<file path="src/rtl/pgp_pkg.sv">
// Package with register map, fields and encodings of the planar path
package pgp_pkg;
   localparam logic [15:0] INDEX_PORT_ADDR = 16'h03ce;
   localparam logic [15:0] DATA_PORT_ADDR  = 16'h03cf;
   localparam logic [3:0] REG_FILL_COLOR    = 4'h0;
   localparam logic [3:0] REG_FILL_ENABLE   = 4'h1;
   localparam logic [3:0] REG_COMPARE_COLOR = 4'h2;
   localparam logic [3:0] REG_ROTATE_OP     = 4'h3;
   localparam logic [3:0] REG_READ_PLANE    = 4'h4;
   localparam logic [3:0] REG_PATH_MODE     = 4'h5;
   localparam logic [3:0] REG_MEM_MAP       = 4'h6;
   localparam logic [3:0] REG_COMPARE_IGN   = 4'h7;
   localparam logic [3:0] REG_BIT_MASK      = 4'h8;
   localparam logic [7:0] RESET_VALUE       = 8'h00;
   localparam logic [7:0] INDEX_MASK        = 8'h0f;
   localparam logic [7:0] FILL_COLOR_MASK   = 8'h0f;
   localparam logic [7:0] FILL_ENABLE_MASK  = 8'h0f;
   localparam logic [7:0] COMPARE_MASK      = 8'h0f;
   localparam logic [7:0] ROTATE_OP_MASK    = 8'h1f;
   localparam logic [7:0] READ_PLANE_MASK   = 8'h03;
   localparam logic [7:0] PATH_MODE_MASK    = 8'h7b;
   localparam logic [7:0] MEM_MAP_MASK      = 8'h0f;
   localparam logic [7:0] IGNORE_MASK       = 8'h0f;
   localparam logic [7:0] BIT_MASK_MASK     = 8'hff;
   localparam int ROT_LSB = 0;
   localparam int ROT_MSB = 2;
   localparam int OP_LSB  = 3;
   localparam int OP_MSB  = 4;
   localparam int WMODE_LSB = 0;
   localparam int WMODE_MSB = 1;
   localparam int CMP_EN_BIT = 3;
   localparam int OE_ADDR_BIT = 4;
   localparam int OE_SHIFT_BIT = 5;
   localparam int C256_BIT = 6;
   localparam int GFX_BIT = 0;
   localparam int CHAIN_BIT = 1;
   localparam int WIN_LSB = 2;
   localparam int WIN_MSB = 3;
   typedef enum logic [1:0] {
      PGP_OP_REPLACE = 2'h0,
      PGP_OP_AND     = 2'h1,
      PGP_OP_OR      = 2'h2,
      PGP_OP_XOR     = 2'h3
   } pgp_op_t;
endpackage

</file>
<file path="src/rtl/pgp_cfg_if.sv">
// Interface carrying decoded controls from register file to the datapath
`timescale 1ns/1ps
interface pgp_cfg_if;
   logic [3:0] fill_color;
   logic [3:0] fill_enable;
   logic [2:0] rotate;
   logic [1:0] op;
   logic [7:0] bit_mask;
   modport regs (output fill_color, fill_enable, rotate, op, bit_mask);
   modport path (input  fill_color, fill_enable, rotate, op, bit_mask);
endinterface

</file>
<file path="src/rtl/pgp_write_lane.sv">
// Write datapath: rotate, fill, logic function and bit mask for four planes
`timescale 1ns/1ps
module pgp_write_lane (
   pgp_cfg_if.path          cfg,
   input  wire logic [7:0]  host_data_in,
   input  wire logic [31:0] latch_in,
   output logic [31:0]      plane_data_out
);
   logic [7:0] rotated;

   always_comb begin
      rotated = (host_data_in >> cfg.rotate) |
                8'((16'(host_data_in) << (4'h8 - {1'b0, cfg.rotate})));
   end

   genvar p;
   for (p = 0; p < 4; p++) begin : g_plane
      logic [7:0] src;
      logic [7:0] lat;
      logic [7:0] res;
      always_comb begin
         lat = latch_in[p*8 +: 8];
         src = cfg.fill_enable[p] ? {8{cfg.fill_color[p]}} : rotated;
         case (cfg.op)
            pgp_pkg::PGP_OP_AND: res = src & lat;
            pgp_pkg::PGP_OP_OR:  res = src | lat;
            pgp_pkg::PGP_OP_XOR: res = src ^ lat;
            default:             res = src;
         endcase
         plane_data_out[p*8 +: 8] = (res & cfg.bit_mask) |
                                    (lat & ~cfg.bit_mask);
      end
   end
endmodule

</file>
<file path="src/rtl/pgp_top.sv">
// Planar graphics write/read path with index/data register ports
`timescale 1ns/1ps
module pgp_top (
   input  wire logic        clk_in,
   input  wire logic        rst_in,
   input  wire logic        io_wr_in,
   input  wire logic        io_rd_in,
   input  wire logic [15:0] io_addr_in,
   input  wire logic [7:0]  io_wdata_in,
   output logic [7:0]       io_rdata_out,
   output logic             io_rvalid_out,
   input  wire logic        mem_wr_in,
   input  wire logic        mem_rd_in,
   input  wire logic [7:0]  mem_wdata_in,
   input  wire logic [31:0] mem_plane_rdata_in,
   output logic [7:0]       mem_rdata_out,
   output logic             mem_rvalid_out,
   output logic [31:0]      plane_wdata_out,
   output logic             plane_we_out,
   output logic [1:0]       write_mode_out,
   output logic             odd_even_addr_out,
   output logic             odd_even_shift_out,
   output logic             shift_256_out,
   output logic             gfx_addr_out,
   output logic             chain_odd_even_out,
   output logic [1:0]       mem_window_out
);
   localparam int NUM_REGS = 9;

   logic [3:0]  index_q;
   logic [7:0]  regs_q [NUM_REGS];
   logic [31:0] latch_q;
   logic [7:0]  sel_rdata;
   logic [7:0]  cmp_result;
   logic [31:0] lane_out;
   logic [7:0]  mask_tab [NUM_REGS];
   logic        idx_hit;
   logic        dat_hit;

   pgp_cfg_if cfg ();

   assign mask_tab[0] = pgp_pkg::FILL_COLOR_MASK;
   assign mask_tab[1] = pgp_pkg::FILL_ENABLE_MASK;
   assign mask_tab[2] = pgp_pkg::COMPARE_MASK;
   assign mask_tab[3] = pgp_pkg::ROTATE_OP_MASK;
   assign mask_tab[4] = pgp_pkg::READ_PLANE_MASK;
   assign mask_tab[5] = pgp_pkg::PATH_MODE_MASK;
   assign mask_tab[6] = pgp_pkg::MEM_MAP_MASK;
   assign mask_tab[7] = pgp_pkg::IGNORE_MASK;
   assign mask_tab[8] = pgp_pkg::BIT_MASK_MASK;

   assign idx_hit = (io_addr_in == pgp_pkg::INDEX_PORT_ADDR);
   assign dat_hit = (io_addr_in == pgp_pkg::DATA_PORT_ADDR);

   // Index register
   always_ff @(posedge clk_in or posedge rst_in) begin
      if (rst_in) begin
         index_q <= 4'h0;
      end else if (io_wr_in && idx_hit) begin
         index_q <= io_wdata_in[3:0];
      end
   end

   // Control registers, reserved bits masked off on write
   genvar r;
   for (r = 0; r < NUM_REGS; r++) begin : g_reg
      always_ff @(posedge clk_in or posedge rst_in) begin
         if (rst_in) begin
            regs_q[r] <= pgp_pkg::RESET_VALUE;
         end else if (io_wr_in && dat_hit && index_q == 4'(r)) begin
            regs_q[r] <= io_wdata_in & mask_tab[r];
         end
      end
   end

   // Control fields
   assign cfg.fill_color  = regs_q[pgp_pkg::REG_FILL_COLOR][3:0];
   assign cfg.fill_enable = regs_q[pgp_pkg::REG_FILL_ENABLE][3:0];
   assign cfg.rotate = regs_q[pgp_pkg::REG_ROTATE_OP]
      [pgp_pkg::ROT_MSB:pgp_pkg::ROT_LSB];
   assign cfg.op =
      regs_q[pgp_pkg::REG_ROTATE_OP][pgp_pkg::OP_MSB:pgp_pkg::OP_LSB];
   assign cfg.bit_mask = regs_q[pgp_pkg::REG_BIT_MASK];

   pgp_write_lane u_lane (
      .cfg            (cfg),
      .host_data_in   (mem_wdata_in),
      .latch_in       (latch_q),
      .plane_data_out (lane_out)
   );

   // Register read mux
   always_comb begin
      if (idx_hit) begin
         sel_rdata = {4'h0, index_q};
      end else if (dat_hit && index_q < 4'(NUM_REGS)) begin
         sel_rdata = regs_q[index_q];
      end else begin
         sel_rdata = 8'h00;
      end
   end

   always_ff @(posedge clk_in or posedge rst_in) begin
      if (rst_in) begin
         io_rdata_out  <= 8'h00;
         io_rvalid_out <= 1'b0;
      end else begin
         io_rvalid_out <= io_rd_in;
         io_rdata_out  <= io_rd_in ? sel_rdata : 8'h00;
      end
   end

   // Color compare: per bit, matches in all enabled planes
   always_comb begin
      for (int b = 0; b < 8; b++) begin
         cmp_result[b] = 1'b1;
         for (int p = 0; p < 4; p++) begin
            if (regs_q[pgp_pkg::REG_COMPARE_IGN][p] &&
                (mem_plane_rdata_in[p*8 + b] !=
                 regs_q[pgp_pkg::REG_COMPARE_COLOR][p])) begin
               cmp_result[b] = 1'b0;
            end
         end
      end
   end

   // Plane latch loads on every host memory read
   always_ff @(posedge clk_in or posedge rst_in) begin
      if (rst_in) begin
         latch_q <= 32'h0;
      end else if (mem_rd_in) begin
         latch_q <= mem_plane_rdata_in;
      end
   end

   // Host read data
   always_ff @(posedge clk_in or posedge rst_in) begin
      if (rst_in) begin
         mem_rdata_out  <= 8'h00;
         mem_rvalid_out <= 1'b0;
      end else begin
         mem_rvalid_out <= mem_rd_in;
         if (!mem_rd_in) begin
            mem_rdata_out <= 8'h00;
         end else if (regs_q[pgp_pkg::REG_PATH_MODE]
                      [pgp_pkg::CMP_EN_BIT]) begin
            mem_rdata_out <= cmp_result;
         end else begin
            mem_rdata_out <= mem_plane_rdata_in[
               {regs_q[pgp_pkg::REG_READ_PLANE][1:0], 3'h0} +: 8];
         end
      end
   end

   // Plane write data
   always_ff @(posedge clk_in or posedge rst_in) begin
      if (rst_in) begin
         plane_wdata_out <= 32'h0;
         plane_we_out    <= 1'b0;
      end else begin
         plane_we_out    <= mem_wr_in;
         plane_wdata_out <= mem_wr_in ? lane_out : plane_wdata_out;
      end
   end

   // Mode outputs
   always_ff @(posedge clk_in or posedge rst_in) begin
      if (rst_in) begin
         write_mode_out     <= 2'h0;
         odd_even_addr_out  <= 1'b0;
         odd_even_shift_out <= 1'b0;
         shift_256_out      <= 1'b0;
         gfx_addr_out       <= 1'b0;
         chain_odd_even_out <= 1'b0;
         mem_window_out     <= 2'h0;
      end else begin
         write_mode_out <= regs_q[pgp_pkg::REG_PATH_MODE]
            [pgp_pkg::WMODE_MSB:pgp_pkg::WMODE_LSB];
         odd_even_addr_out <=
            regs_q[pgp_pkg::REG_PATH_MODE][pgp_pkg::OE_ADDR_BIT];
         odd_even_shift_out <=
            regs_q[pgp_pkg::REG_PATH_MODE][pgp_pkg::OE_SHIFT_BIT];
         shift_256_out <=
            regs_q[pgp_pkg::REG_PATH_MODE][pgp_pkg::C256_BIT];
         gfx_addr_out <=
            regs_q[pgp_pkg::REG_MEM_MAP][pgp_pkg::GFX_BIT];
         chain_odd_even_out <=
            regs_q[pgp_pkg::REG_MEM_MAP][pgp_pkg::CHAIN_BIT];
         mem_window_out <= regs_q[pgp_pkg::REG_MEM_MAP]
            [pgp_pkg::WIN_MSB:pgp_pkg::WIN_LSB];
      end
   end

   // Checks
   property p_idx_write;
      @(posedge clk_in) disable iff (rst_in)
      (io_wr_in && idx_hit) |=> (index_q == $past(io_wdata_in[3:0]));
   endproperty
   a_idx_write: assert property (p_idx_write)
      else $error("index port write not taken");

   property p_reg_read;
      @(posedge clk_in) disable iff (rst_in)
      (io_rd_in && dat_hit && index_q == pgp_pkg::REG_BIT_MASK) |=>
         (io_rvalid_out && io_rdata_out == $past(regs_q[8]));
   endproperty
   a_reg_read: assert property (p_reg_read)
      else $error("data port read wrong");

   property p_reserved_zero;
      @(posedge clk_in) disable iff (rst_in)
      (regs_q[0][7:4] == 4'h0) && (regs_q[3][7:5] == 3'h0) &&
      (regs_q[4][7:2] == 6'h0) && (regs_q[5][7] == 1'b0) &&
      (regs_q[5][2] == 1'b0);
   endproperty
   a_reserved_zero: assert property (p_reserved_zero)
      else $error("reserved bit set");

   property p_plane_read;
      @(posedge clk_in) disable iff (rst_in)
      (mem_rd_in && !regs_q[5][3] && regs_q[4][1:0] == 2'h2) |=>
         (mem_rdata_out == $past(mem_plane_rdata_in[23:16]));
   endproperty
   a_plane_read: assert property (p_plane_read)
      else $error("plane read selects wrong plane");

   property p_cmp_all_ignored;
      @(posedge clk_in) disable iff (rst_in)
      (mem_rd_in && regs_q[5][3] && regs_q[7][3:0] == 4'h0) |=>
         (mem_rdata_out == 8'hff);
   endproperty
   a_cmp_all_ignored: assert property (p_cmp_all_ignored)
      else $error("compare with no planes must match");

   property p_mask_keeps;
      @(posedge clk_in) disable iff (rst_in)
      (mem_wr_in && regs_q[8] == 8'h00) |=>
         (plane_we_out && plane_wdata_out == $past(latch_q));
   endproperty
   a_mask_keeps: assert property (p_mask_keeps)
      else $error("masked write changed data");

   property p_fill;
      @(posedge clk_in) disable iff (rst_in)
      (mem_wr_in && regs_q[1][0] && regs_q[3][4:3] == 2'h0 &&
       regs_q[8] == 8'hff) |=>
         (plane_wdata_out[7:0] == {8{$past(regs_q[0][0])}});
   endproperty
   a_fill: assert property (p_fill)
      else $error("fill color not applied");

   property p_rotate;
      @(posedge clk_in) disable iff (rst_in)
      (mem_wr_in && regs_q[1][0] == 1'b0 && regs_q[3][4:0] == 5'h01 &&
       regs_q[8] == 8'hff) |=> (plane_wdata_out[7:0] ==
         {$past(mem_wdata_in[0]), $past(mem_wdata_in[7:1])});
   endproperty
   a_rotate: assert property (p_rotate)
      else $error("rotate by one wrong");

   property p_xor;
      @(posedge clk_in) disable iff (rst_in)
      (mem_wr_in && regs_q[1][1] == 1'b0 && regs_q[3][4:0] == 5'h18 &&
       regs_q[8] == 8'hff) |=> (plane_wdata_out[15:8] ==
         ($past(mem_wdata_in) ^ $past(latch_q[15:8])));
   endproperty
   a_xor: assert property (p_xor)
      else $error("xor function wrong");

   property p_idx_read;
      @(posedge clk_in) disable iff (rst_in)
      (io_rd_in && idx_hit) |=> (io_rdata_out == {4'h0, $past(index_q)});
   endproperty
   a_idx_read: assert property (p_idx_read)
      else $error("index port read wrong");

   property p_idx_hold;
      @(posedge clk_in) disable iff (rst_in)
      !(io_wr_in && idx_hit) |=> $stable(index_q);
   endproperty
   a_idx_hold: assert property (p_idx_hold)
      else $error("index changed without index write");

   property p_oob_read;
      @(posedge clk_in) disable iff (rst_in)
      (io_rd_in && dat_hit && index_q > 4'h8) |=> (io_rdata_out == 8'h00);
   endproperty
   a_oob_read: assert property (p_oob_read)
      else $error("unused index read not zero");

   property p_reg_quiet;
      @(posedge clk_in) disable iff (rst_in)
      !io_rd_in |=> (!io_rvalid_out && io_rdata_out == 8'h00);
   endproperty
   a_reg_quiet: assert property (p_reg_quiet)
      else $error("register read data without a read");

   property p_reserved_hi;
      @(posedge clk_in) disable iff (rst_in)
      (regs_q[1][7:4] == 4'h0) && (regs_q[2][7:4] == 4'h0) &&
      (regs_q[6][7:4] == 4'h0) && (regs_q[7][7:4] == 4'h0);
   endproperty
   a_reserved_hi: assert property (p_reserved_hi)
      else $error("reserved high nibble set");

   property p_mem_answer;
      @(posedge clk_in) disable iff (rst_in)
      mem_rd_in |=> mem_rvalid_out;
   endproperty
   a_mem_answer: assert property (p_mem_answer)
      else $error("host read not answered");

   property p_write_strobe;
      @(posedge clk_in) disable iff (rst_in)
      mem_wr_in |=> plane_we_out;
   endproperty
   a_write_strobe: assert property (p_write_strobe)
      else $error("host write not passed to planes");

   property p_mode_copy;
      @(posedge clk_in) disable iff (rst_in)
      1'b1 |=> (write_mode_out == $past(regs_q[5][1:0]) &&
                shift_256_out == $past(regs_q[5][6]));
   endproperty
   a_mode_copy: assert property (p_mode_copy)
      else $error("path mode outputs wrong");

   property p_map_copy;
      @(posedge clk_in) disable iff (rst_in)
      1'b1 |=> (mem_window_out == $past(regs_q[6][3:2]) &&
                gfx_addr_out == $past(regs_q[6][0]));
   endproperty
   a_map_copy: assert property (p_map_copy)
      else $error("memory map outputs wrong");

   property p_cmp_one;
      @(posedge clk_in) disable iff (rst_in)
      (mem_rd_in && regs_q[5][3] && regs_q[7][3:0] == 4'h1) |=>
         (mem_rdata_out == ($past(mem_plane_rdata_in[7:0]) ^
                            {8{!$past(regs_q[2][0])}}));
   endproperty
   a_cmp_one: assert property (p_cmp_one)
      else $error("single plane compare wrong");
endmodule

</file>
<file path="config.mk">
export PLATFORM = sky130hd
export DESIGN_NAME = pgp_top
export DESIGN_NICKNAME = d
export VERILOG_FILES = /design/src/rtl/pgp_pkg.sv /design/src/rtl/pgp_cfg_if.sv /design/src/rtl/pgp_write_lane.sv /design/src/rtl/pgp_top.sv
export SDC_FILE = /design/constraint.sdc
export NUM_CORES = 1
export LEC_CHECK = 0
export BUFFER_PORTS_ARGS = -buffer_cell sky130_fd_sc_hd__buf_2
export CAP_MARGIN = 20
export CORE_AREA = 2 2 136 138
export CTS_CLUSTER_DIAMETER = 40
export DETAILED_ROUTE_END_ITERATION = 7
export DIE_AREA = 0 0 138 140
export PLACE_DENSITY = 0.76
export SETUP_SLACK_MARGIN = 0.02
export SLEW_MARGIN = 20
export SYNTH_ARGS = -nofsm -noshare
export SYNTH_HDL_FRONTEND = slang
export SYNTH_SLANG_ARGS = --single-unit
export TNS_END_PERCENT = 20
</file>
<file path="constraint.sdc">
create_clock -name clk_in -period 3.5 [get_ports clk_in]
set_input_delay 0 -clock clk_in [delete_from_list [all_inputs] [get_ports clk_in]]
set_output_delay 0 -clock clk_in [all_outputs]
set_load 0.01 [all_outputs]
</file>
Word-level counts from Yosys, hierarchy flattened
Index checks and enable logic that the tools add are counted.
W data, S select, Z words.
{"block": "op_classes", "n_addsub": 1, "order_cmp": 2, "n_eq_ne": 45, "shift": 3, "muxes": 48, "bitwise": 27, "n_reduce_logical": 45}
{"operator": "$and A8 B8 Y8", "n": 12}
{"operator": "$pmux W8 S3", "n": 4}
{"operator": "$mux W8", "n": 11}
{"operator": "$or A8 B8 Y8", "n": 9}
{"operator": "$logic_and A1 B1 Y1", "n": 44}
{"operator": "$bmux W8 S4", "n": 1}
{"operator": "$eq A16 B10 Y1 const B", "n": 2}
{"operator": "$mux W1", "n": 32}
{"operator": "$ne A1 B1 Y1", "n": 32}
{"operator": "$shiftx A32 B6 Y8", "n": 1}
{"operator": "$xor A8 B8 Y8", "n": 4}
{"operator": "$eq A4 B3 Y1 const B", "n": 4}
{"operator": "$eq A4 B2 Y1 const B", "n": 2}
{"operator": "$not A8 Y8", "n": 1}
{"operator": "$shl A8 B4 Y8", "n": 1}
{"operator": "$shr A8 B3 Y8", "n": 1}
{"operator": "$ge A5 B5 Y1 const B", "n": 1}
{"operator": "$not A4 Y5", "n": 1}
{"operator": "$eq A2 B2 Y1 const B", "n": 2}
{"operator": "$eq A4 B1 Y1 const B", "n": 1}
{"operator": "$eq A4 B4 Y1 const B", "n": 1}
{"operator": "$logic_not A4 Y1", "n": 1}
{"operator": "$lt A4 B4 Y1 const B", "n": 1}
{"operator": "$sub A4 B3 Y4 const A", "n": 1}
{"operator": "$eq A2 B1 Y1 const B", "n": 1}
{"block": "word_totals", "reg_bits": 137, "inputBits": 70}

Depth between registers and ports, before layout
Gate-level depths: netlist (run 1).
{"block": "depth", "word_depth": 8, "ltp_mapped": 17, "ltp_nobuf": 13}

Cells and area by module
A second synthesis (run 1) with hierarchy kept.
{"block": "unflattened", "hier_cells": 942, "area_unflattened_um2": 9401.5}
{"module": "pgp_top", "n_inst": 1, "cells_each": 456, "area_each_um2": 6239.7, "seq_area_each_um2": 3428.3}
{"module": "pgp_write_lane", "n_inst": 1, "cells_each": 486, "area_each_um2": 3161.8, "seq_area_each_um2": 0.0}

Least setup slack after synthesis (run 1)
No wires, ideal clock.
{"block": "synth_path", "path_type": "register to register", "start": "register regs_q (netlist bit cfg.rotate[0])", "end": "register plane_wdata_out[29]", "arrival_ps": 3356, "path_slack_ps": 10, "stages_incl_launch_ff": 17, "cell_sequence": "dfrtp_1 buf_4 buf_4 buf_2 inv_1 ha_1 buf_2 mux4_2 and2_1 o21a_1 o31ai_1 inv_1 ha_1 a21oi_1 nor2_1 a211oi_1 a21oi_1"}
{"block": "synth_between", "elab_chain_cells": 8, "word_cells_on_any_way": 11, "classes_between": "1 x add/sub; 2 x shift; 2 x mux; 6 x bitwise"}
{"item": "start: declaration", "line": "pgp_top.sv:31", "text": "logic [7:0] regs_q [NUM_REGS];"}
{"item": "start signal: indexed assignment", "line": "pgp_top.sv:69", "text": "regs_q[r] <= pgp_pkg::RESET_VALUE;"}
{"item": "start signal: indexed assignment", "line": "pgp_top.sv:71", "text": "regs_q[r] <= io_wdata_in & mask_tab[r];"}
{"item": "$sub A4 B3 Y4", "line": "pgp_write_lane.sv:13", "text": "8'((16'(host_data_in) << (4'h8 - {1'b0, cfg.rotate})));"}
{"item": "$shl A8 B4 Y8", "line": "pgp_write_lane.sv:13"}
{"item": "$or A8 B8 Y8 *", "line": "pgp_write_lane.sv:12", "text": "rotated = (host_data_in >> cfg.rotate) |"}
{"item": "$mux W8 *", "line": "pgp_write_lane.sv:23", "text": "src = cfg.fill_enable[p] ? {8{cfg.fill_color[p]}} : rotated;"}
{"item": "$xor A8 B8 Y8 (tied with other cells)", "line": "pgp_write_lane.sv:27", "text": "pgp_pkg::PGP_OP_XOR: res = src ^ lat;"}
{"item": "$pmux W8 S3 *", "line": "pgp_write_lane.sv:24", "text": "case (cfg.op)"}
{"item": "$and A8 B8 Y8 *", "line": "pgp_write_lane.sv:30", "text": "plane_data_out[p*8 +: 8] = (res & cfg.bit_mask) |"}
{"item": "$or A8 B8 Y8 *", "line": "pgp_write_lane.sv:30"}
{"item": "end signal: assignment", "line": "pgp_top.sv:162", "text": "plane_wdata_out <= mem_wr_in ? lane_out : plane_wdata_out;"}
{"item": "end: declaration", "line": "pgp_top.sv:18", "text": "output logic [31:0] plane_wdata_out,"}
Every way passes the cells marked *; elsewhere a longest branch is shown, timed or not.
A chain may end at the register's enable or synchronous reset.

Final worst setup path (run 1)
{"block": "layout_path", "start": "register regs_q (netlist bit cfg.rotate[1])", "end": "register plane_wdata_out[29]"}
Same word-level chain as after synthesis.

==> results of run 1 <==
[cells in the final DEF, fill, tap and decap left out, types with 5 or more instances in the layout]
cell / count
nor2_1: 65
o21ai_0: 53
a211oi_1: 5
o221ai_1: 5
dfrtp_1: 136
o22ai_1: 9
a211o_1: 5
nor3_2: 6
a22oi_1: 22
mux2i_1: 16
nand3_1: 19
a311oi_1: 5
mux4_2: 22
o2111ai_1: 7
and3_1: 5
nor3_1: 12
xor2_1: 33
inv_1: 23
nand2_1: 58
buf_2: 129
nor2b_1: 17
a21o_1: 8
buf_4: 15
nand2b_1: 33
ha_1: 32
a21boi_0: 8
o31ai_1: 20
clkinv_4: 5
a21oi_1: 51
and2_1: 10
o21a_1: 17
clkbuf_16: 17
mux2_2: 80
dlygate4sd3_1: 42
a31oi_1: 9
[worst min-delay path, cell delays in order]
cell	delay [ns]
buf_2	0.14
nor3b_1	0.10
nand2_1	0.07
o21ai_0	0.07
[report_power, final]
part / switching (mW) / internal, mW / leakage, nW
Combinational: 0.305 / 0.280 / 2.87
Sequential: 0.106 / 1.67 / 1.75
Clock: 0.806 / 1.01 / 0.285
Total: 1.22 / 2.96 / 4.91
[logic make-up after synthesis]
logic type	after synthesis	synth area share, %
compound gates	266	19.3
xor+xnor	34	3.22
fa+ha+maj	33	4.47
buf+inv	102	4.41
flops	137	37.1
mux	121	17.2
simple gates	253	14.3
[repair_timing]
action / in CTS / in global routing
resized for setup: 0 / 4
hold endpoints to repair: 199 / 0
endpoints found under the setup margin: 0 / 11
hold buffers: 42 / 0
[stage by stage]
| stage | area, um^2 | worst slack [ns] | instances | setup TNS, ns | utilization (%) |
|---|---|---|---|---|---|
| floorplan | 9250 | 0.00973 | 946 | 0 | - |
| global placement | 10000 | 0.288 | 1245 | 0 | 56.4 |
| detailed placement | 10000 | 0.199 | 1245 | 0 | 56.4 |
| CTS | 11000 | 0.172 | 1319 | 0 | 62.0 |
| global route | 11100 | -0.0503 | 1319 | -0.0884 | 62.2 |
| finish | 11100 | 0.251 | 1319 | 0 | 62.2 |
[flip-flops by register name, indices dropped and copies added (netlist names), 2 cells and up]
| signal | cells |
|---|---|
| cfg.fill_color | 4 |
| cfg.fill_enable | 4 |
| latch_q | 32 |
| regs_q | 20 |
| cfg.rotate | 3 |
| mem_rdata_out | 8 |
| io_rdata_out | 8 |
| cfg.op | 2 |
| index_q | 4 |
| plane_wdata_out | 32 |
| write_mode_out | 2 |
| cfg.bit_mask | 8 |
| mem_window_out | 2 |
[layer usage]
layer	GRT usage [%]	routed length [um]	up-vias
met3	5.37	1870	81
met5	0	0	-
met1	37.5	11200	4066
li1	-	-	3781
met2	44.8	13000	405
met4	16.4	1360	0
[how the worst min path moves through the flow]
stage                     cells after the start               to  slack [ns]           start
after floorplan                               0    io_rvalid_out        0.03        io_rd_in
after global placement                        1    io_rvalid_out        0.14        io_rd_in
after detailed placement                      1    io_rvalid_out        0.15        io_rd_in
after CTS                                     4  io_rdata_out[2]       0.002   io_addr_in[0]
after global routing                          2       regs_q[50]        0.01  io_wdata_in[2]
final                                         4  io_rdata_out[2]      -0.007   io_addr_in[0]
[area by class of cell]
cell class	instances	area (um^2)
fillers	1461	6730
flip-flops and latches	137	3430
clock buffers	17	425
clock inverters	15	160
inverters	26	101
well taps	229	287
repair buffers	188	1220
multi-input cells	707	5430
==> results.toml, run 1 <==
[run_status]
status = "complete, but fails checks"
violations = "negative hold slack"

[clock_network]
cts_tree = "done"
clock_latency_ns = 0.44
cts_setup_buffers = 0
clk_path_buf_depth = 2
clk_pin_slew_worst_paths_ns = 0.07
clkSinkCount = 137
cts-root-buf = "clkbuf_16"
cts_made_buffers = 17
cts_max_level = 4

[setup_path]
required_ns = 3.80
slowest_delay_ns = 0.52
crit_type = "flop to flop"
r2r_start = "cfg.rotate[1]"
critPathArrivalTime_ns = 3.55
cp-endpoint = "plane_wdata_out[29]"
crit_buf_inv = 2
crit_chain = "inv_1 > ha_2 > mux4_2 > and2_1 > o21a_1 > o31ai_1 > inv_1 > ha_1 > a21oi_1 > nor2_1 > a211oi_1 > a21oi_1"
critPathSlowestCell = "mux4_2"
timing.critical_path.to_type = "flop"
start_kind = "flop"
rr_worst_depth = 12
cp-startpoint = "cfg.rotate[1]"
cp.depth = 12
critPathMaxFanout = 11
ff2ff_setup_slack_ns = 0.25
crit_family = "compound AO/OA/AOI/OAI gates"
timing.rr.end = "plane_wdata_out[29]"

[drt]
post_drt_wl_per_cell_um = 20.8
drt_iter0_drc = 809
ant_nets = 0
wl_um = 27500
vias_per_cell = 6.32
drc = 0
drt_pass1_iterations = 5
vias = 8333

[power_and_ir_drop]
p_per_area_mw_per_mm2 = 378
ir_drop_v = 0.000376
p_total_mw = 4.18
leakagePower_nw = 4.91

[synth]
avgSynthCellArea_um2 = 9.77
synth_top_flop_cell = "dfrtp_1"
ys_seq_area_share_pct = 37.1
synth_warnings = 0
netlist_area_mm2 = 0.00925
ys_ff_latch = 137
yosys.area.top_type = "dfrtp_1"
async_flop_share_pct = 100
synth.top_cell.area_share_pct = 37.1
synth_cell_types = 75
yosysMostFrequentCell = "dfrtp_1"
synth_area_leaders = "dfrtp_1 (37%), mux2_2 (9.7%), mux4_2 (5.4%)"
synth_edf_count = 0
synthTopCellsByCount = "dfrtp_1 (137), mux2_2 (80), nor2_1 (65)"
mappedNetlistNets = 1049
netlist_instances = 946

[global_routing]
grt_pass1_wl_um = 43700
grt.total_usage_pct = 28.6
grt_overflow = 0
grt_max_degree = 138
grt_pass1_vias = 8083
antenna_found_initial = 0

[sta]
hold-worst-slack_ns = -0.00689
worst-slew-pin-transition_ns = 0.889
fin_skew_ns = 0.00779
max_freq_ghz = 0.308
min_period_ns = 3.25
final-setup-viol-count = 0
post-route-period-util_pct = 92.8
final_hold_viol_count = 1
maxSlewViolCount = 0
rsz0062_at_grt = "true"
max_slew_margin_pct = 40.7

[floorplan]
initial_utilization_pct = 52.0
rows = 49
die_height_um = 140
die-area_mm2 = 0.0193
die_x_um = 138
core_area_mm2 = 0.0178
io_pins = 130

[place]
io_buffer_count = 129
dp_hpwl_um = 18400
gp_congestion = 0.914

[layout]
final_nets = 1180
diodes = 0
areaGrowthSynthToFinish_pct = 19.5
drive_gt1_share_pct = 27.5

[run]
maxCapViolCount = 0

[worst_hold_path]
hold_class = "primary input to flop"
Note: power is estimated with default switching activity, not from simulation.
==> inputs of run 2 (changes only) <==
CORE_AREA = 2 2 133 135   (was 2 2 136 138)
DIE_AREA = 0 0 135 137   (was 0 0 138 140)
PLACE_DENSITY = 0.77   (was 0.76)
SKIP_CTS_REPAIR_TIMING = 1   (was not set)
clock period = 3.38 ns   (was 3.5 ns; I/O delays follow)
==> run 2 against run 1 <==
Net effect:
- sequential power rose by 3%
- utilization increased by 3.1 points
- routed wire length is essentially flat
- non-clock buffer count shrank 1
- final area grew 0.66%
- the run now ends clean
- register-to-register slack worse by 0.04 ns
- critical path depth is the same
- fmax up 2.6%
- via count rose by 1.5%
- count of clock-buffer cells in the layout grew 1
- die area shrank 4.3%
==> results.toml, run 2 (same netlist as run 1, synthesis figures left out) <==
[drt]
wl_um = 27400
vias_per_cell = 6.44
ant_nets = 0
drc = 0
post_drt_wl_per_cell_um = 20.9
vias = 8458
drt_iter0_drc = 870
drt_pass1_iterations = 6

[floorplan]
rows = 48
die_height_um = 137
die_x_um = 135
io_pins = 130
core_area_mm2 = 0.0171
die-area_mm2 = 0.0185
initial_utilization_pct = 54.2

[power_and_ir_drop]
p_per_area_mw_per_mm2 = 413
leakagePower_nw = 4.95
ir_drop_v = 0.000407

[global_routing]
grt_pass1_wl_um = 42700
grt_overflow = 0
grt_max_degree = 138
grt_pass1_vias = 7905
antenna_found_initial = 0
grt.total_usage_pct = 29.6

[sta]
max_freq_ghz = 0.316
rsz0062_at_grt = "true"
hold-worst-slack_ns = 0.0113
min_period_ns = 3.17
fin_skew_ns = 0.00734
final-setup-viol-count = 0
final_hold_viol_count = 0
post-route-period-util_pct = 93.7
max_slew_margin_pct = 41.5
maxSlewViolCount = 0
worst-slew-pin-transition_ns = 0.877
worst_slack_ns = 0.212

[clock_network]
cts_tree = "done"
cts_made_buffers = 17
clock_latency_ns = 0.43
cts-root-buf = "clkbuf_16"
clk_path_buf_depth = 2
cts_max_level = 4
clk_pin_slew_worst_paths_ns = 0.06
clkSinkCount = 137

[setup_path]
timing.critical_path.to_type = "flop"
rr_worst_depth = 12
critPathMaxFanout = 8
crit_family = "compound AO/OA/AOI/OAI gates"
ff2ff_setup_slack_ns = 0.21
critPathSlowestCell = "mux4_2"
r2r_start = "cfg.rotate[1]"
crit_type = "flop to flop"
crit_buf_inv = 2
slowest_delay_ns = 0.51
timing.rr.end = "plane_wdata_out[5]"
required_ns = 3.68
critPathArrivalTime_ns = 3.47
crit_chain = "inv_1 > ha_2 > mux4_2 > and2_1 > o21a_1 > o31ai_1 > inv_1 > ha_1 > a21oi_1 > nor2_1 > a211oi_1 > a21oi_1"
start_kind = "flop"

[layout]
final_nets = 1179
diodes = 0
final_common_cell = "dfrtp_1"
reg_top3 = "latch_q: 32 flops, plane_wdata_out: 32 flops, regs_q: 20 flops"
layout_common_cells = "dfrtp_1 (136), buf_2 (129), mux2_2 (80)"
drive_gt1_share_pct = 27.9
areaGrowthSynthToFinish_pct = 20.3

[place]
pre_cts_ws_ns = 0.0325
dp_hpwl_um = 18300
io_buffer_count = 129
gp_congestion = 0.953

[run]
maxCapViolCount = 0

[worst_hold_path]
min_to = "io_rdata_out[0]"
worstHoldStart = "io_addr_in[0]"
holdPathStages = 4
hold_class = "primary input to flop"

[run_status]
status = "completed"
## run 2: per-layer routing
layer | GRT usage, % | vias up | part of all wire (%)
li1 | - | 3777 | -
met3 | 5.00 | 95 | 7.1
met5 | 0 | - | 0
met4 | 14.4 | 0 | 4.3
met1 | 38.1 | 4151 | 40
met2 | 48.9 | 435 | 48
## run 2: final cells by class
class	count	area (um^2)
Fill cell	1317	5930
Clock inverter	14	231
Sequential cell	137	3430
Clock buffer	18	439
Inverter	26	101
Multi-Input combinational cell	707	5450
Timing Repair Buffer	187	1190
Tap cell	225	282
## run 2: through the flow
| stage | cell area [um^2] | utilization [%] | TNS [ns] | cells | power (mW) |
|---|---|---|---|---|---|
| final | 11100 | 65.2 | 0 | 1314 | 4.59 |
| after global routing | 11100 | 65.2 | 0 | 1314 | 4.76 |
| after CTS | 10700 | 62.6 | 0 | 1274 | 4.55 |
| after detailed placement | 10000 | 58.7 | 0 | 1242 | 2.43 |
| after global placement | 10000 | 58.7 | 0 | 1242 | 2.41 |
| after floorplan | 9250 | - | -0.426 | 946 | 2.19 |
## run 2: worst max path at each step
stage / start / endpoint / slack [ns] / cells after the start
6_report: cfg.rotate[1] / plane_wdata_out[5] / 0.21 / 12
5_1_grt: cfg.rotate[0] / plane_wdata_out[29] / 0.02 / 12
4_1_cts: cfg.rotate[0] / plane_wdata_out[14] / 0.04 / 12
3_5_place_dp: cfg.rotate[0] / plane_wdata_out[14] / 0.03 / 12
3_3_place_gp: cfg.rotate[0] / plane_wdata_out[19] / 0.21 / 12
2_1_floorplan: cfg.rotate[0] / plane_wdata_out[29] / -0.11 / 16
## run 2: worst register-to-register path, cell delays in order (launching register included)
cell and delay [ns]:
dfrtp_1 0.35, inv_1 0.06, ha_2 0.43, mux4_2 0.51
and2_1 0.16, o21a_1 0.27, o31ai_1 0.35, inv_1 0.08
ha_1 0.30, a21oi_1 0.16, nor2_1 0.06, a211oi_1 0.23
a21oi_1 0.09
## run 2: report_power, final
group	total, mW	switching [mW]	internal [mW]
logic	0.609	0.318	0.291
registers	1.84	0.110	1.73
clock network	2.14	0.786	1.35
total	4.59	1.21	3.38
==> inputs of run 3 (changes only) <==
BUFFER_PORTS_ARGS = -buffer_cell sky130_fd_sc_hd__buf_4   (was -buffer_cell sky130_fd_sc_hd__buf_2)
==> run 3 against run 2 <==
Net effect:
- first-iteration DRC count is 2.0% higher
- count of clock-buffer cells in the layout stayed put
- total power is 4.2% lower
- clock power is 12% lower
- highest routed layer unchanged
- fmax hardly changed
- die area stayed put
- sequential power hardly changed
- combinational power is 10% higher
- cell count is 0.84% higher
- register-to-register slack hardly changed
- worst setup slack better by 0.0015 ns
- largest cell class unchanged
- routed wire length is 1.6% higher
==> results.toml, run 3 (same netlist as run 1, synthesis figures left out) <==
[run_status]
status = "completed"

[setup_path]
cp_common_cell = "nand2_1"
timing.rr.end = "plane_wdata_out[19]"
required_ns = 3.68
crit_buf_inv = 1
start_kind = "flop"
crit_family = "compound AO/OA/AOI/OAI gates"
crit_type = "flop to flop"
critPathMaxFanout = 7
crit_chain = "inv_1 > ha_2 > mux4_2 > nand2_1 > nand2_1 > o21a_1 > ha_1 > mux2_2 > o22ai_1 > a221oi_1 > a21oi_1 > o311ai_0"
slowest_delay_ns = 0.54
ff2ff_setup_slack_ns = 0.21
rr_worst_depth = 12
r2r_start = "cfg.rotate[1]"
critPathArrivalTime_ns = 3.47
timing.critical_path.to_type = "flop"
critPathSlowestCell = "mux4_2"

[sta]
post-route-period-util_pct = 93.7
max_freq_ghz = 0.316
hold-worst-slack_ns = 0.0643
final-setup-viol-count = 0
max_slew_margin_pct = 28.0
maxSlewViolCount = 0
worst-slew-pin-transition_ns = 1.08
min_period_ns = 3.17
rsz0062_at_grt = "false"
fin_skew_ns = 0.00989
final_hold_viol_count = 0

[place]
gp_congestion = 1.02
place_inst = 1248
dp_hpwl_um = 19100
io_buffer_count = 129

[clock_network]
cts_tree = "done"
cts_max_level = 4
clock_latency_ns = 0.44
cts_made_buffers = 17
cts-root-buf = "clkbuf_16"
clk_pin_slew_worst_paths_ns = 0.07
clk_path_buf_depth = 2
clkSinkCount = 137

[drt]
wl_um = 27900
post_drt_wl_per_cell_um = 21.0
vias_per_cell = 6.40
highest_layer = "met4"
m1WireLength_um = 11000
ant_nets = 0
vias = 8482
route.met3.wl_um = 2370
drc = 0
wl_met2_um = 13400
drt_pass1_iterations = 5
drt_iter0_drc = 887

[global_routing]
grt_pass1_wl_um = 43100
grt_max_degree = 74
antenna_found_initial = 0
grt.total_usage_pct = 30.3
grt_overflow = 0
grt_pass1_vias = 8034

[layout]
diodes = 0
drive_gt1_share_pct = 28.3
final_nets = 1190
areaGrowthSynthToFinish_pct = 24.0
layout_common_cells = "buf_4 (152), dfrtp_1 (136), mux2_2 (80)"
finish.utilization_pct = 67.2
final_common_cell = "buf_4"
instances_no_fill = 1325
reg_top3 = "latch_q: 32 flops, plane_wdata_out: 32 flops, regs_q: 20 flops"

[worst_hold_path]
holdPathStages = 6
worstHoldStart = "io_addr_in[15]"
hold_class = "primary input to flop"
min_to = "io_rdata_out[2]"

[power_and_ir_drop]
ir_drop_v = 0.000365
p_per_area_mw_per_mm2 = 384
leakagePower_nw = 5.05

[floorplan]
die_height_um = 137
initial_utilization_pct = 54.2
io_pins = 130
core_area_mm2 = 0.0171
die-area_mm2 = 0.0185
rows = 48
die_x_um = 135

[run]
maxCapViolCount = 0
-- run 3: worst max-delay path by stage --
| stage | cells after the start | from | slack, ns | end |
|---|---|---|---|---|
| 2_1_floorplan | 16 | cfg.rotate[0] | -0.11 | plane_wdata_out[29] |
| 3_3_place_gp | 14 | cfg.rotate[0] | 0.23 | plane_wdata_out[0] |
| 3_5_place_dp | 12 | cfg.rotate[0] | 0.19 | plane_wdata_out[5] |
| 4_1_cts | 12 | cfg.rotate[0] | 0.19 | plane_wdata_out[5] |
| 5_1_grt | 14 | cfg.rotate[0] | 0.01 | plane_wdata_out[0] |
| 6_report | 12 | cfg.rotate[1] | 0.21 | plane_wdata_out[19] |
-- run 3: layout make-up --
cell class,count,area [um^2]
clock buffers,18,439
well taps,225,282
flip-flops and latches,137,3430
fillers,1300,5590
multi-input cells,707,5450
repair buffers,198,1610
inverters,26,101
clock inverters,14,153
-- run 3: where the power goes --
| group | switching [mW] | internal (mW) | leakage, nW | total [mW] |
|---|---|---|---|---|
| Combinational | 0.322 | 0.348 | 3.01 | 0.670 |
| Sequential | 0.114 | 1.73 | 1.75 | 1.85 |
| Clock | 0.823 | 1.06 | 0.281 | 1.88 |
| Total | 1.26 | 3.14 | 5.05 | 4.40 |
-- run 3: stage by stage --
step | setup TNS (ns) | cell area (um^2) | setup slack, ns | power (mW)
floorplan | -0.426 | 9250 | -0.110 | 2.19
detailed placement | 0 | 10400 | 0.187 | 2.49
global placement | 0 | 10400 | 0.231 | 2.47
global route | 0 | 11500 | 0.0125 | 4.58
CTS | 0 | 11000 | 0.185 | 4.37
finish | 0 | 11500 | 0.213 | 4.40
-- run 3: tightest hold or removal path, stage by stage --
cell     delay (ns)
buf_4          0.08
nor3_1         0.04
nand4_1        0.11
nor3b_1        0.10
nand2_1        0.07
o21ai_0        0.07
-- run 3: routing by layer --
layer | up-vias | global-route usage (%)
li1 | 3797 | -
met1 | 4169 | 38.1
met2 | 446 | 49.5
met3 | 70 | 6.33
met4 | 0 | 15.8
met5 | - | 0
